<file path="src/pwm_seq_pkg.sv">
// Constants, timing counts and state codes of the protection sequencer
`default_nettype none
package pwm_seq_pkg;
	// Clock rate
	localparam int CLK_HZ  = 40_000_000;
	localparam int CLK_KHZ = CLK_HZ / 1000;
	localparam int CLK_MHZ = CLK_HZ / 1_000_000;

	// Times as specified
	localparam int T_LAT_US     = 72;
	localparam int T_OV_US      = 72;
	localparam int T_BO_MS      = 65;
	localparam int T_RESTART_MS = 1400;
	localparam int T_ACDET_MS   = 56;
	localparam int T_XCD_ON_US  = 1500;
	localparam int T_XCD_OFF_US = 500;
	localparam int T_SS_US      = 10000;

	// Cycle counts derived from the times
	localparam int LAT_DLY_CYC = T_LAT_US * CLK_MHZ;
	localparam int OV_DLY_CYC  = T_OV_US * CLK_MHZ;
	localparam int BO_DLY_CYC  = T_BO_MS * CLK_KHZ;
	localparam int RESTART_CYC = T_RESTART_MS * CLK_KHZ;
	localparam int ACDET_CYC   = T_ACDET_MS * CLK_KHZ;
	localparam int XCD_ON_CYC  = T_XCD_ON_US * CLK_MHZ;
	localparam int XCD_OFF_CYC = T_XCD_OFF_US * CLK_MHZ;
	localparam int SS_CYC      = T_SS_US * CLK_MHZ;

	// Switching frequencies
	localparam int F_NOM_HZ    = 65000;
	localparam int F_MIN_HZ    = 25000;
	localparam int F_DEV_HZ    = 7000;
	localparam int PER_NOM_CYC = CLK_HZ / F_NOM_HZ;
	localparam int PER_MAX_CYC = CLK_HZ / F_MIN_HZ;
	localparam int DITH_CYC    = PER_NOM_CYC - CLK_HZ / (F_NOM_HZ + F_DEV_HZ);
	localparam int PW          = $clog2(PER_MAX_CYC + 1);

	// Quantiser sizes
	localparam int VH_LEVELS = 8;
	localparam int FB_LEVELS = 16;
	localparam int FB_W      = $clog2(FB_LEVELS);

	// Qualifier channels
	localparam int Q_LAT_HI = 0;
	localparam int Q_LAT_LO = 1;
	localparam int Q_OV     = 2;
	localparam int Q_BO     = 3;
	localparam int Q_NUM    = 4;

	// Bit positions in the synchroniser vector
	localparam int S_CS_OVL   = 0;
	localparam int S_VCC_SCP  = 1;
	localparam int S_LAT_HI   = 2;
	localparam int S_LAT_LO   = 3;
	localparam int S_OV       = 4;
	localparam int S_VCC_ON   = 5;
	localparam int S_VCC_OFF  = 6;
	localparam int S_VH_BO    = 7;
	localparam int S_VH_BI    = 8;
	localparam int S_FB_BURST = 9;
	localparam int S_CS_PWM   = 10;
	localparam int S_RH_LO    = 11;
	localparam int S_RH_HI    = 12;
	localparam int S_LH_LO    = 13;
	localparam int S_LH_HI    = 14;
	localparam int S_VARIANT  = 15;
	localparam int S_THERM    = 16;
	localparam int S_FB       = S_THERM + VH_LEVELS - 1;
	localparam int N_SYNC     = S_FB + FB_W;

	typedef enum logic [2:0] {
		ST_UNDERVOLTAGE_LOCKOUT     = 3'b000,
		ST_RUN      = 3'b001,
		ST_SCP_WAIT = 3'b010,
		ST_BROWNOUT = 3'b011,
		ST_LATCHED  = 3'b100
	} op_state_e;
endpackage
`default_nettype wire

</file>
<file path="src/qual_if.sv">
// Condition and result of one fault qualification delay
`timescale 1ns/1ps
`default_nettype none
interface qual_if;
	logic cond;
	logic hit;
	modport filt (input cond, output hit);
	modport user (output cond, input hit);
endinterface
`default_nettype wire

</file>
<file path="src/fault_qualifier.sv">
// Delay filter that reports a condition held for a full count
`timescale 1ns/1ps
`default_nettype none
module fault_qualifier #(
	parameter int DELAY_CYC = 2880
) (
	// Clock and reset
	input  wire logic mclk,
	input  wire logic rst,
	input  wire logic clk_en,
	// Condition in, qualified result out
	qual_if.filt      q
);
	localparam int W = $clog2(DELAY_CYC + 1);
	logic [W-1:0] cnt_q;

	if (DELAY_CYC < 1) begin : g_chk
		$error("fault_qualifier: DELAY_CYC must be at least 1");
	end

	// restart on clear
	always_ff @(posedge mclk) begin
		if (rst) begin
			cnt_q <= '0;
		end else if (clk_en) begin
			if (!q.cond) begin
				cnt_q <= '0;
			end else if (cnt_q != W'(DELAY_CYC)) begin
				cnt_q <= cnt_q + 1'b1;
			end
		end
	end

	// Hit only while the condition is still present after the full count
	assign q.hit = q.cond && (cnt_q == W'(DELAY_CYC));
endmodule
`default_nettype wire

</file>
<file path="src/pwm_protection_sequencer.sv">
// Protection and operating-state sequencer of a flyback controller
// Notes on behaviour
// Overload with supply below short threshold stops
// Auto variant restarts after 1400 ms, repeatedly
// Latch variant latches off on short
// Latch input high or low 72us latches
// Soft-start widens on-time at every start
// AC cut off enables line capacitor discharge
// Eight-level quantiser; increment each 56 ms window
// Discharge pulses 1.5 ms on, 0.5 off
// Brown-out held 65 ms stops gate pulses
// Brown-out stop holds supply 11.5 to 12.5
// Brown-in threshold crossing restarts switching
// Spread frequency plus minus 7 kHz
// Over-voltage held 72 us latches off
// Start at start threshold, stop at stop
// Lockout forces gate low, clears latch
// Latched off holds supply 8 to 9
// Feedback below burst threshold pauses switching
// 65 kHz nominal, down to 25 kHz
// Current trip ends each gate pulse
// Delay counters restart; latch has priority
// Comparator inputs synchronised before use
`timescale 1ns/1ps
`default_nettype none
module pwm_protection_sequencer
	import pwm_seq_pkg::*;
#(
	parameter int BO_DLY     = BO_DLY_CYC,
	parameter int RESTART    = RESTART_CYC,
	parameter int ACDET      = ACDET_CYC,
	parameter int XCD_ON     = XCD_ON_CYC,
	parameter int XCD_OFF    = XCD_OFF_CYC,
	parameter int SOFT_START = SS_CYC
) (
	// Clock, reset, enable
	input  wire logic                 mclk,
	input  wire logic                 rst,
	input  wire logic                 clk_en,
	// Current sense comparators
	input  wire logic                 cs_overload,
	input  wire logic                 cs_pwm_trip,
	// Supply comparators
	input  wire logic                 vcc_below_scp,
	input  wire logic                 supply_overvoltage_protect,
	input  wire logic                 vcc_above_start,
	input  wire logic                 vcc_below_stop,
	input  wire logic                 vcc_below_run_hold_low,
	input  wire logic                 vcc_above_run_hold_high,
	input  wire logic                 vcc_below_latch_hold_low,
	input  wire logic                 vcc_above_latch_hold_high,
	// External latch comparators
	input  wire logic                 ext_latch_above_high,
	input  wire logic                 ext_latch_below_low,
	// High-voltage input comparators
	input  wire logic                 vh_below_brown_out,
	input  wire logic                 vh_above_brown_in,
	input  wire logic [VH_LEVELS-2:0] vh_level_therm,
	// Feedback comparators
	input  wire logic                 feedback_below_burst,
	input  wire logic [FB_W-1:0]      feedback_level,
	// Variant strap, high selects latching short protection
	input  wire logic                 latch_variant,
	// Outputs
	output logic                      gate_out,
	output logic                      charger_on,
	output logic                      line_cap_discharge,
	output logic                      ac_present,
	output logic [2:0]                op_state
);
	localparam int RW = $clog2(RESTART + 1);
	localparam int AW = $clog2(ACDET + 1);
	localparam int XW = $clog2(XCD_ON + XCD_OFF + 1);
	localparam int SS_STEP = SOFT_START / PER_MAX_CYC;
	localparam int SW = $clog2(SS_STEP + 1);

	if (SS_STEP < 1 || DITH_CYC > 127 || RESTART < 2 || ACDET < 2
		|| XCD_ON < 1 || XCD_OFF < 1 || BO_DLY < 1) begin : g_chk
		$error("pwm_protection_sequencer: unsupported timing parameter");
	end

	logic [N_SYNC-1:0]    raw;
	logic [N_SYNC-1:0]    sy1_q;
	logic [N_SYNC-1:0]    sv;
	op_state_e            state_q;
	op_state_e            state_d;
	logic                 variant_q;
	logic [Q_NUM-1:0]     hit;
	logic                 scp_now;
	logic                 latch_trip;
	logic [RW-1:0]        restart_q;
	logic [2:0]           vh_lvl_q;
	logic                 vh_inc_q;
	logic [AW-1:0]        win_q;
	logic                 seen_q;
	logic                 ac_lost_q;
	logic [XW-1:0]        xcd_cnt_q;
	logic                 xcd_on_q;
	logic                 sw_en;
	logic [PW-1:0]        per_cnt_q;
	logic [PW-1:0]        per_len_q;
	logic [PW-1:0]        per_d;
	logic [PW-1:0]        on_cnt_q;
	logic [PW-1:0]        ss_lim_q;
	logic [SW-1:0]        ss_div_q;
	logic signed [7:0]    dith_q;
	logic                 dith_up_q;
	logic                 wrap;
	logic                 gate_q;
	logic                 charger_q;
	logic                 xcd_q;

	// two-stage synchroniser
	assign raw = {feedback_level, vh_level_therm, latch_variant,
		vcc_above_latch_hold_high, vcc_below_latch_hold_low,
		vcc_above_run_hold_high, vcc_below_run_hold_low, cs_pwm_trip,
		feedback_below_burst, vh_above_brown_in, vh_below_brown_out,
		vcc_below_stop, vcc_above_start, supply_overvoltage_protect,
		ext_latch_below_low, ext_latch_above_high, vcc_below_scp,
		cs_overload};

	always_ff @(posedge mclk) begin
		if (rst) begin
			sy1_q <= '0;
			sv    <= '0;
		end else if (clk_en) begin
			sy1_q <= raw;
			sv    <= sy1_q;
		end
	end

	// Strap is taken while in lockout and held through operation
	always_ff @(posedge mclk) begin
		if (rst) begin
			variant_q <= 1'b0;
		end else if (clk_en && state_q == ST_UNDERVOLTAGE_LOCKOUT) begin
			variant_q <= sv[S_VARIANT];
		end
	end

	// qualification delays per channel
	for (genvar i = 0; i < Q_NUM; i++) begin : g_qual
		localparam int D = (i == Q_BO) ? BO_DLY :
			(i == Q_OV) ? OV_DLY_CYC : LAT_DLY_CYC;
		qual_if qi ();
		always_comb begin
			case (i)
				Q_LAT_HI: qi.cond = state_q != ST_UNDERVOLTAGE_LOCKOUT && sv[S_LAT_HI];
				Q_LAT_LO: qi.cond = state_q != ST_UNDERVOLTAGE_LOCKOUT && sv[S_LAT_LO];
				Q_OV:     qi.cond = state_q != ST_UNDERVOLTAGE_LOCKOUT && sv[S_OV];
				default:  qi.cond = state_q == ST_RUN && sv[S_VH_BO];
			endcase
		end
		fault_qualifier #(.DELAY_CYC(D)) u_q (
			.mclk   (mclk),
			.rst    (rst),
			.clk_en (clk_en),
			.q      (qi)
		);
		assign hit[i] = qi.hit;
	end

	// short condition
	assign scp_now = sv[S_CS_OVL] && sv[S_VCC_SCP];
	assign latch_trip = hit[Q_LAT_HI] || hit[Q_LAT_LO] || hit[Q_OV];

	always_comb begin
		state_d = state_q;
		case (state_q)
			// start threshold
			ST_UNDERVOLTAGE_LOCKOUT: begin
				if (sv[S_VCC_ON] && !sv[S_VCC_OFF])
					state_d = ST_RUN;
			end
			ST_RUN: begin
				// latch variant on short
				if (scp_now)
					state_d = variant_q ? ST_LATCHED : ST_SCP_WAIT;
				// brown-out stop
				else if (hit[Q_BO])
					state_d = ST_BROWNOUT;
			end
			// timed restart
			ST_SCP_WAIT: begin
				if (restart_q == RW'(RESTART - 1))
					state_d = ST_RUN;
			end
			// brown-in restart
			ST_BROWNOUT: begin
				if (sv[S_VH_BI])
					state_d = ST_RUN;
			end
			ST_LATCHED: state_d = ST_LATCHED;
			default:    state_d = ST_UNDERVOLTAGE_LOCKOUT;
		endcase
		// latch priority
		if (state_q != ST_UNDERVOLTAGE_LOCKOUT && latch_trip)
			state_d = ST_LATCHED;
		// lockout overrides every other next state, latch included
		if (sv[S_VCC_OFF])
			state_d = ST_UNDERVOLTAGE_LOCKOUT;
	end

	always_ff @(posedge mclk) begin
		if (rst) begin
			state_q <= ST_UNDERVOLTAGE_LOCKOUT;
		end else if (clk_en) begin
			state_q <= state_d;
		end
	end

	// restart timer
	always_ff @(posedge mclk) begin
		if (rst) begin
			restart_q <= '0;
		end else if (clk_en) begin
			if (state_q == ST_SCP_WAIT)
				restart_q <= restart_q + 1'b1;
			else
				restart_q <= '0;
		end
	end

	// eight-level quantiser, one level of hysteresis on the way down
	always_ff @(posedge mclk) begin
		if (rst) begin
			vh_lvl_q <= '0;
			vh_inc_q <= 1'b0;
		end else if (clk_en) begin
			vh_inc_q <= 1'b0;
			if (vh_lvl_q < 3'(VH_LEVELS - 1) && sv[S_THERM + vh_lvl_q]) begin
				vh_lvl_q <= vh_lvl_q + 1'b1;
				vh_inc_q <= 1'b1;
			end else if (vh_lvl_q >= 3'h2
				&& !sv[S_THERM + 3'(vh_lvl_q - 3'h2)]) begin
				vh_lvl_q <= vh_lvl_q - 1'b1;
			end
		end
	end

	// detection window
	always_ff @(posedge mclk) begin
		if (rst) begin
			win_q     <= '0;
			seen_q    <= 1'b0;
			ac_lost_q <= 1'b0;
		end else if (clk_en) begin
			if (win_q == AW'(ACDET - 1)) begin
				win_q     <= '0;
				seen_q    <= 1'b0;
				// no rise seen, treat line as cut
				ac_lost_q <= !(seen_q || vh_inc_q);
			end else begin
				win_q <= win_q + 1'b1;
				if (vh_inc_q)
					seen_q <= 1'b1;
			end
			// A rising level proves the line is back straight away
			if (vh_inc_q)
				ac_lost_q <= 1'b0;
		end
	end

	// discharge on/off pulsing
	always_ff @(posedge mclk) begin
		if (rst) begin
			xcd_cnt_q <= '0;
			xcd_on_q  <= 1'b1;
			xcd_q     <= 1'b0;
		end else if (clk_en) begin
			if (!ac_lost_q) begin
				xcd_cnt_q <= '0;
				xcd_on_q  <= 1'b1;
			end else if (xcd_on_q && xcd_cnt_q == XW'(XCD_ON - 1)) begin
				xcd_cnt_q <= '0;
				xcd_on_q  <= 1'b0;
			end else if (!xcd_on_q && xcd_cnt_q == XW'(XCD_OFF - 1)) begin
				xcd_cnt_q <= '0;
				xcd_on_q  <= 1'b1;
			end else begin
				xcd_cnt_q <= xcd_cnt_q + 1'b1;
			end
			// discharge drive
			xcd_q <= ac_lost_q && xcd_on_q;
		end
	end

	// period from feedback level, R12 spread added, capped at floor
	always_comb begin
		int p;
		p = PER_MAX_CYC - ((PER_MAX_CYC - PER_NOM_CYC)
			* int'(sv[S_FB +: FB_W])) / (FB_LEVELS - 1);
		p = p + int'(dith_q);
		if (p > PER_MAX_CYC)
			p = PER_MAX_CYC;
		per_d = PW'(p);
	end

	assign wrap = per_cnt_q >= per_len_q - 1'b1;

	always_ff @(posedge mclk) begin
		if (rst) begin
			per_cnt_q <= '0;
			per_len_q <= PW'(PER_NOM_CYC);
		end else if (clk_en) begin
			if (wrap) begin
				per_cnt_q <= '0;
				per_len_q <= per_d;
			end else begin
				per_cnt_q <= per_cnt_q + 1'b1;
			end
		end
	end

	// triangle sweep, one step per switching period
	always_ff @(posedge mclk) begin
		if (rst) begin
			dith_q    <= '0;
			dith_up_q <= 1'b1;
		end else if (clk_en && wrap) begin
			if (dith_up_q) begin
				dith_q <= dith_q + 8'sh01;
				if (dith_q >= 8'(DITH_CYC - 1))
					dith_up_q <= 1'b0;
			end else begin
				dith_q <= dith_q - 8'sh01;
				if (dith_q <= 8'(1 - DITH_CYC))
					dith_up_q <= 1'b1;
			end
		end
	end

	// soft-start ramp, restarted on every entry to run
	always_ff @(posedge mclk) begin
		if (rst) begin
			ss_lim_q <= '0;
			ss_div_q <= '0;
		end else if (clk_en) begin
			if (state_q != ST_RUN) begin
				ss_lim_q <= '0;
				ss_div_q <= '0;
			end else if (ss_div_q == SW'(SS_STEP - 1)) begin
				ss_div_q <= '0;
				if (ss_lim_q != PW'(PER_MAX_CYC))
					ss_lim_q <= ss_lim_q + 1'b1;
			end else begin
				ss_div_q <= ss_div_q + 1'b1;
			end
		end
	end

	// burst pause, R1 immediate stop
	assign sw_en = state_q == ST_RUN && !sv[S_FB_BURST] && !scp_now;

	always_ff @(posedge mclk) begin
		if (rst) begin
			gate_q   <= 1'b0;
			on_cnt_q <= '0;
		end else if (clk_en) begin
			if (wrap) begin
				on_cnt_q <= '0;
				gate_q   <= sw_en && ss_lim_q != '0;
			end else begin
				on_cnt_q <= on_cnt_q + 1'b1;
				// current trip, R5 width limit
				if (!sw_en || sv[S_CS_PWM] || on_cnt_q + 1'b1 >= ss_lim_q)
					gate_q <= 1'b0;
			end
		end
	end

	// Start-up charger: full charge in lockout, off in run, hysteretic hold otherwise
	always_ff @(posedge mclk) begin
		if (rst) begin
			charger_q <= 1'b1;
		end else if (clk_en) begin
			case (state_d)
				ST_UNDERVOLTAGE_LOCKOUT: charger_q <= 1'b1;
				ST_RUN:  charger_q <= 1'b0;
				// latched-off hold band
				ST_LATCHED: begin
					if (sv[S_LH_LO])
						charger_q <= 1'b1;
					else if (sv[S_LH_HI])
						charger_q <= 1'b0;
				end
				// brown-out hold band
				ST_BROWNOUT, ST_SCP_WAIT: begin
					if (sv[S_RH_LO])
						charger_q <= 1'b1;
					else if (sv[S_RH_HI])
						charger_q <= 1'b0;
				end
				default: charger_q <= 1'b0;
			endcase
		end
	end

	// gate held low outside run
	assign gate_out           = gate_q;
	assign charger_on         = charger_q;
	assign line_cap_discharge = xcd_q;
	assign ac_present         = !ac_lost_q;
	assign op_state           = state_q;
endmodule
`default_nettype wire

</file>
<file path="config.mk">
export PLATFORM = sky130hd
export DESIGN_NAME = pwm_protection_sequencer
export DESIGN_NICKNAME = d
export VERILOG_FILES = /design/src/pwm_seq_pkg.sv /design/src/qual_if.sv /design/src/fault_qualifier.sv /design/src/pwm_protection_sequencer.sv
export SDC_FILE = /design/constraint.sdc
export NUM_CORES = 1
export LEC_CHECK = 0
export BUFFER_PORTS_ARGS = -buffer_cell sky130_fd_sc_hd__buf_4
export CORE_MARGIN = 1
export CORE_UTILIZATION = 25
export CTS_CLUSTER_SIZE = 10
export DETAILED_ROUTE_END_ITERATION = 6
export GPL_TIMING_DRIVEN = 0
export PLACE_DENSITY = 0.46
export SKIP_LAST_GASP = 1
export SYNTH_ARGS = -nofsm -noshare
export SYNTH_HDL_FRONTEND = slang
export SYNTH_SLANG_ARGS = --single-unit
</file>
<file path="constraint.sdc">
create_clock -name mclk -period 28 [get_ports mclk]
set_clock_uncertainty 0.2 [all_clocks]
set_input_delay 2.8 -clock mclk [delete_from_list [all_inputs] [get_ports mclk]]
set_output_delay 2.8 -clock mclk [all_outputs]
set_load 0.01 [all_outputs]
</file>
==> results.json <==
{
  "firstDrtPassIters": 5,
  "dieHeight_um": 259,
  "clk_latency_ns": 0.57,
  "start_util": 0.254,
  "synth_flop_cell": "dfxtp_1",
  "grt.total_usage": 0.130,
  "io_pins": 37,
  "coreArea_sq_um": 64700,
  "path_common_cell": "ha_1",
  "register_area_sq_um": 5040,
  "power.total_uw": 989,
  "hold_path.class": "flop to flop",
  "drc": 0,
  "fin_crit_sh": 0.541,
  "wl_um": 43900,
  "drv_slew": 0,
  "syn-cell-area_sq_um": 16400,
  "fin_nets": 2212,
  "syn_to_final_growth_pct": 13.5,
  "critPathKind": "flop to flop",
  "finalSetupViolCount": 0,
  "cts_buffer_depth": 3,
  "dpl_cell_area_sq_um": 17800,
  "clkTransAtPathRegs_ns": 0.06,
  "cp-start-kind": "flop",
  "grt_max_degree": 16,
  "synth_cell_types": 113,
  "synth_edf_count": 0,
  "irDropWorstVdd_mv": 0.0417,
  "vias_per_cell": 4.83,
  "finalInstanceArea_sq_um": 18700,
  "cp_slowest_cell": "a2111oi_0",
  "synth_largest_area_cell": "dfxtp_1",
  "cts_made_buffers": 31,
  "syn_area_per_cell_sq_um": 8.19,
  "rows": 93,
  "synth_top_area_share": 0.307,
  "finalHoldViolations": 0,
  "first_global_vias": 13900,
  "clock-sinks": 252,
  "synth-seq-cells": 252,
  "fin_tns_setup_ns": 0,
  "fillCellCount": 7036,
  "worstPathArrival_ns": 15.39,
  "final_util": 0.288,
  "fmax_ghz": 0.0661,
  "layout-drive-gt1-share": 0.0746,
  "avgRoutedWirePerCell_um": 14.9,
  "required_ns": 28.26,
  "drtIter0Drc": 816,
  "drv_cap": 0,
  "p_leak_nw": 7.01,
  "syn_inst": 2008,
  "ant_nets": 0,
  "multi_input_area_sq_um": 10800,
  "antenna_found_initial": 1,
  "max_stage_delay_ns": 0.75,
  "hpwlAfterDp_um": 33500,
  "yosysSeqAreaShare": 0.307,
  "tightestPinTransition_ns": 1.17,
  "fin_crit_ns": 15.14,
  "gp_congestion": 0.858,
  "root_buffer": "clkbuf_16",
  "postCtsSetupBuffers": 0,
  "cts_resized": 0,
  "critPathMaxFanout": 10,
  "io_buffer_count": 36,
  "grt_pass1_wl_um": 72100,
  "synth_fp_nets": 2143,
  "postCtsHoldBufs": 0,
  "die_area_sq_um": 66800,
  "htreeDepth": 1,
  "rsz0062_at_grt": "no",
  "yosysWarnings": 0,
  "relSlewSlack": 0.208,
  "tritoncts": "built",
  "critPathCaptureType": "flop",
  "num_vias": 14200,
  "synth.area.top_cells": "dfxtp_1 (31%), nor2_1 (7.6%), ha_1 (7.5%)",
  "die_width_um": 259,
  "synthArstFlopShare": 0,
  "p_per_area_nw_per_um2": 53.0,
  "outcome": "finished, final reports clean",
  "grt.overflow.total": 0
}
report_power, final:
group	internal, mW	switching, mW
Clock	0.205	0.150
Sequential	0.366	0.00739
Combinational	0.101	0.160
Total	0.672	0.317
per-layer routing:
layer | wire (um) | vias up | track usage
met1 | 21500 | 6725 | 0.176
met3 | 1310 | 65 | 0.0142
met2 | 20200 | 215 | 0.218
met4 | 898 | 0 | 0.0340
li1 | - | 7235 | -
met5 | 0 | - | 0
layout by cell type, fill, tap and decap left out, types with 57 or more instances in the layout:
master    netlist  routed
nor2_1        331     331
dfxtp_1       252     252
nand2_1       146     146
xor2_1        115     115
nand3_1       100     100
ha_1           98      98
a21oi_1        87      87
xnor2_1        86      86
inv_1          73      73
clkbuf_1       57      67
mux2i_1        67      67
nor3_1         61      61
nand4_1        57      57
synthesized netlist by cell type (all sizes together) (5+ instances only):
cell type / count
a211o: 6
a22o: 5
and3: 22
o31ai: 9
nor4: 19
or3: 19
mux2: 8
o21bai: 6
ha: 98
o211ai: 9
nand3: 100
a311oi: 5
a21o: 29
dfxtp: 252
or4: 9
o2111ai: 6
xor2: 118
o21ai: 63
nor3: 63
fa: 7
a211oi: 18
clkbuf: 58
nor3b: 10
nor2b: 15
a21oi: 89
and2: 23
xnor2: 88
and4: 9
nand2b: 16
nand4: 58
nor4b: 5
nor2: 332
a31oi: 17
nor4bb: 7
buf: 21
a2111oi: 8
mux2i: 69
a22oi: 6
nand3b: 5
o21a: 9
inv: 76
a31o: 5
nand2: 147
or2: 8
kinds of logic (layout without fill, tap and decap cells):
kind of cell             after synthesis  in the layout  synth area share
other                                  0              1                 0
buffers and inverters                155            238            0.0376
XOR/XNOR                             208            208             0.115
flip-flops                           252            252             0.307
adder cells (fa/ha/maj)              106            106            0.0838
AND/OR/NAND/NOR                      870            870             0.256
AO/OA/AOI/OAI                        336            336             0.147
multiplexers                          81             81            0.0542
metrics by stage:
step | hold slack (ns) | setup slack (ns) | cells
floorplan | 0.252 | 15.35 | 2008
global placement | 0.266 | 12.92 | 2899
detailed placement | 0.276 | 12.89 | 2899
CTS | 0.285 | 12.85 | 2946
global route | 0.314 | 11.43 | 2946
finish | 0.286 | 12.86 | 2947
critical path, delay by kind of cell, from the launching register on:
kind / cells / cell delay, ns
AO/OA/AOI/OAI: 19 / 5.36
XOR/XNOR: 5 / 0.89
adder cells (fa/ha/maj): 7 / 1.82
buffers and inverters: 8 / 1.65
flip-flops: 1 / 0.55
multiplexers: 2 / 0.59
AND/OR/NAND/NOR: 16 / 3.93
final timing paths:
| path | startpoint | end | slack [ns] | cells past startpoint |
|---|---|---|---|---|
| max reg2reg | sv[25]$_SDFFE_PP0P_ | per_len_q[8]$_SDFFE_PP0P_ | 12.86 | 57 |
| min reg2reg | on_cnt_q[10]$_SDFFE_PP0P_ | on_cnt_q[10]$_SDFFE_PP0P_ | 0.29 | 2 |
| min | on_cnt_q[10]$_SDFFE_PP0P_ | on_cnt_q[10]$_SDFFE_PP0P_ | 0.29 | 2 |
| max | sv[25]$_SDFFE_PP0P_ | per_len_q[8]$_SDFFE_PP0P_ | 12.86 | 57 |
state kept, by name, indices dropped and copies added, names as in the netlist, 11 cells and up:
signal	flops
g_qual.u_q.cnt_q	58
on_cnt_q	11
per_cnt_q	11
per_len_q	11
restart_q	26
ss_lim_q	11
sv	27
sy1_q	27
win_q	22
xcd_cnt_q	17
cell type report:
type,count,share of cell area
multi-input cells,1601,0.578
flip-flops and latches,252,0.270
well taps,855,0.0573
clock buffers,43,0.0451
plain buffers,79,0.0178
inverters,76,0.0153
repair buffers,36,0.0145
clock inverters,4,0.00161
diodes,1,0.000134
(Power assumes the default switching activity.)
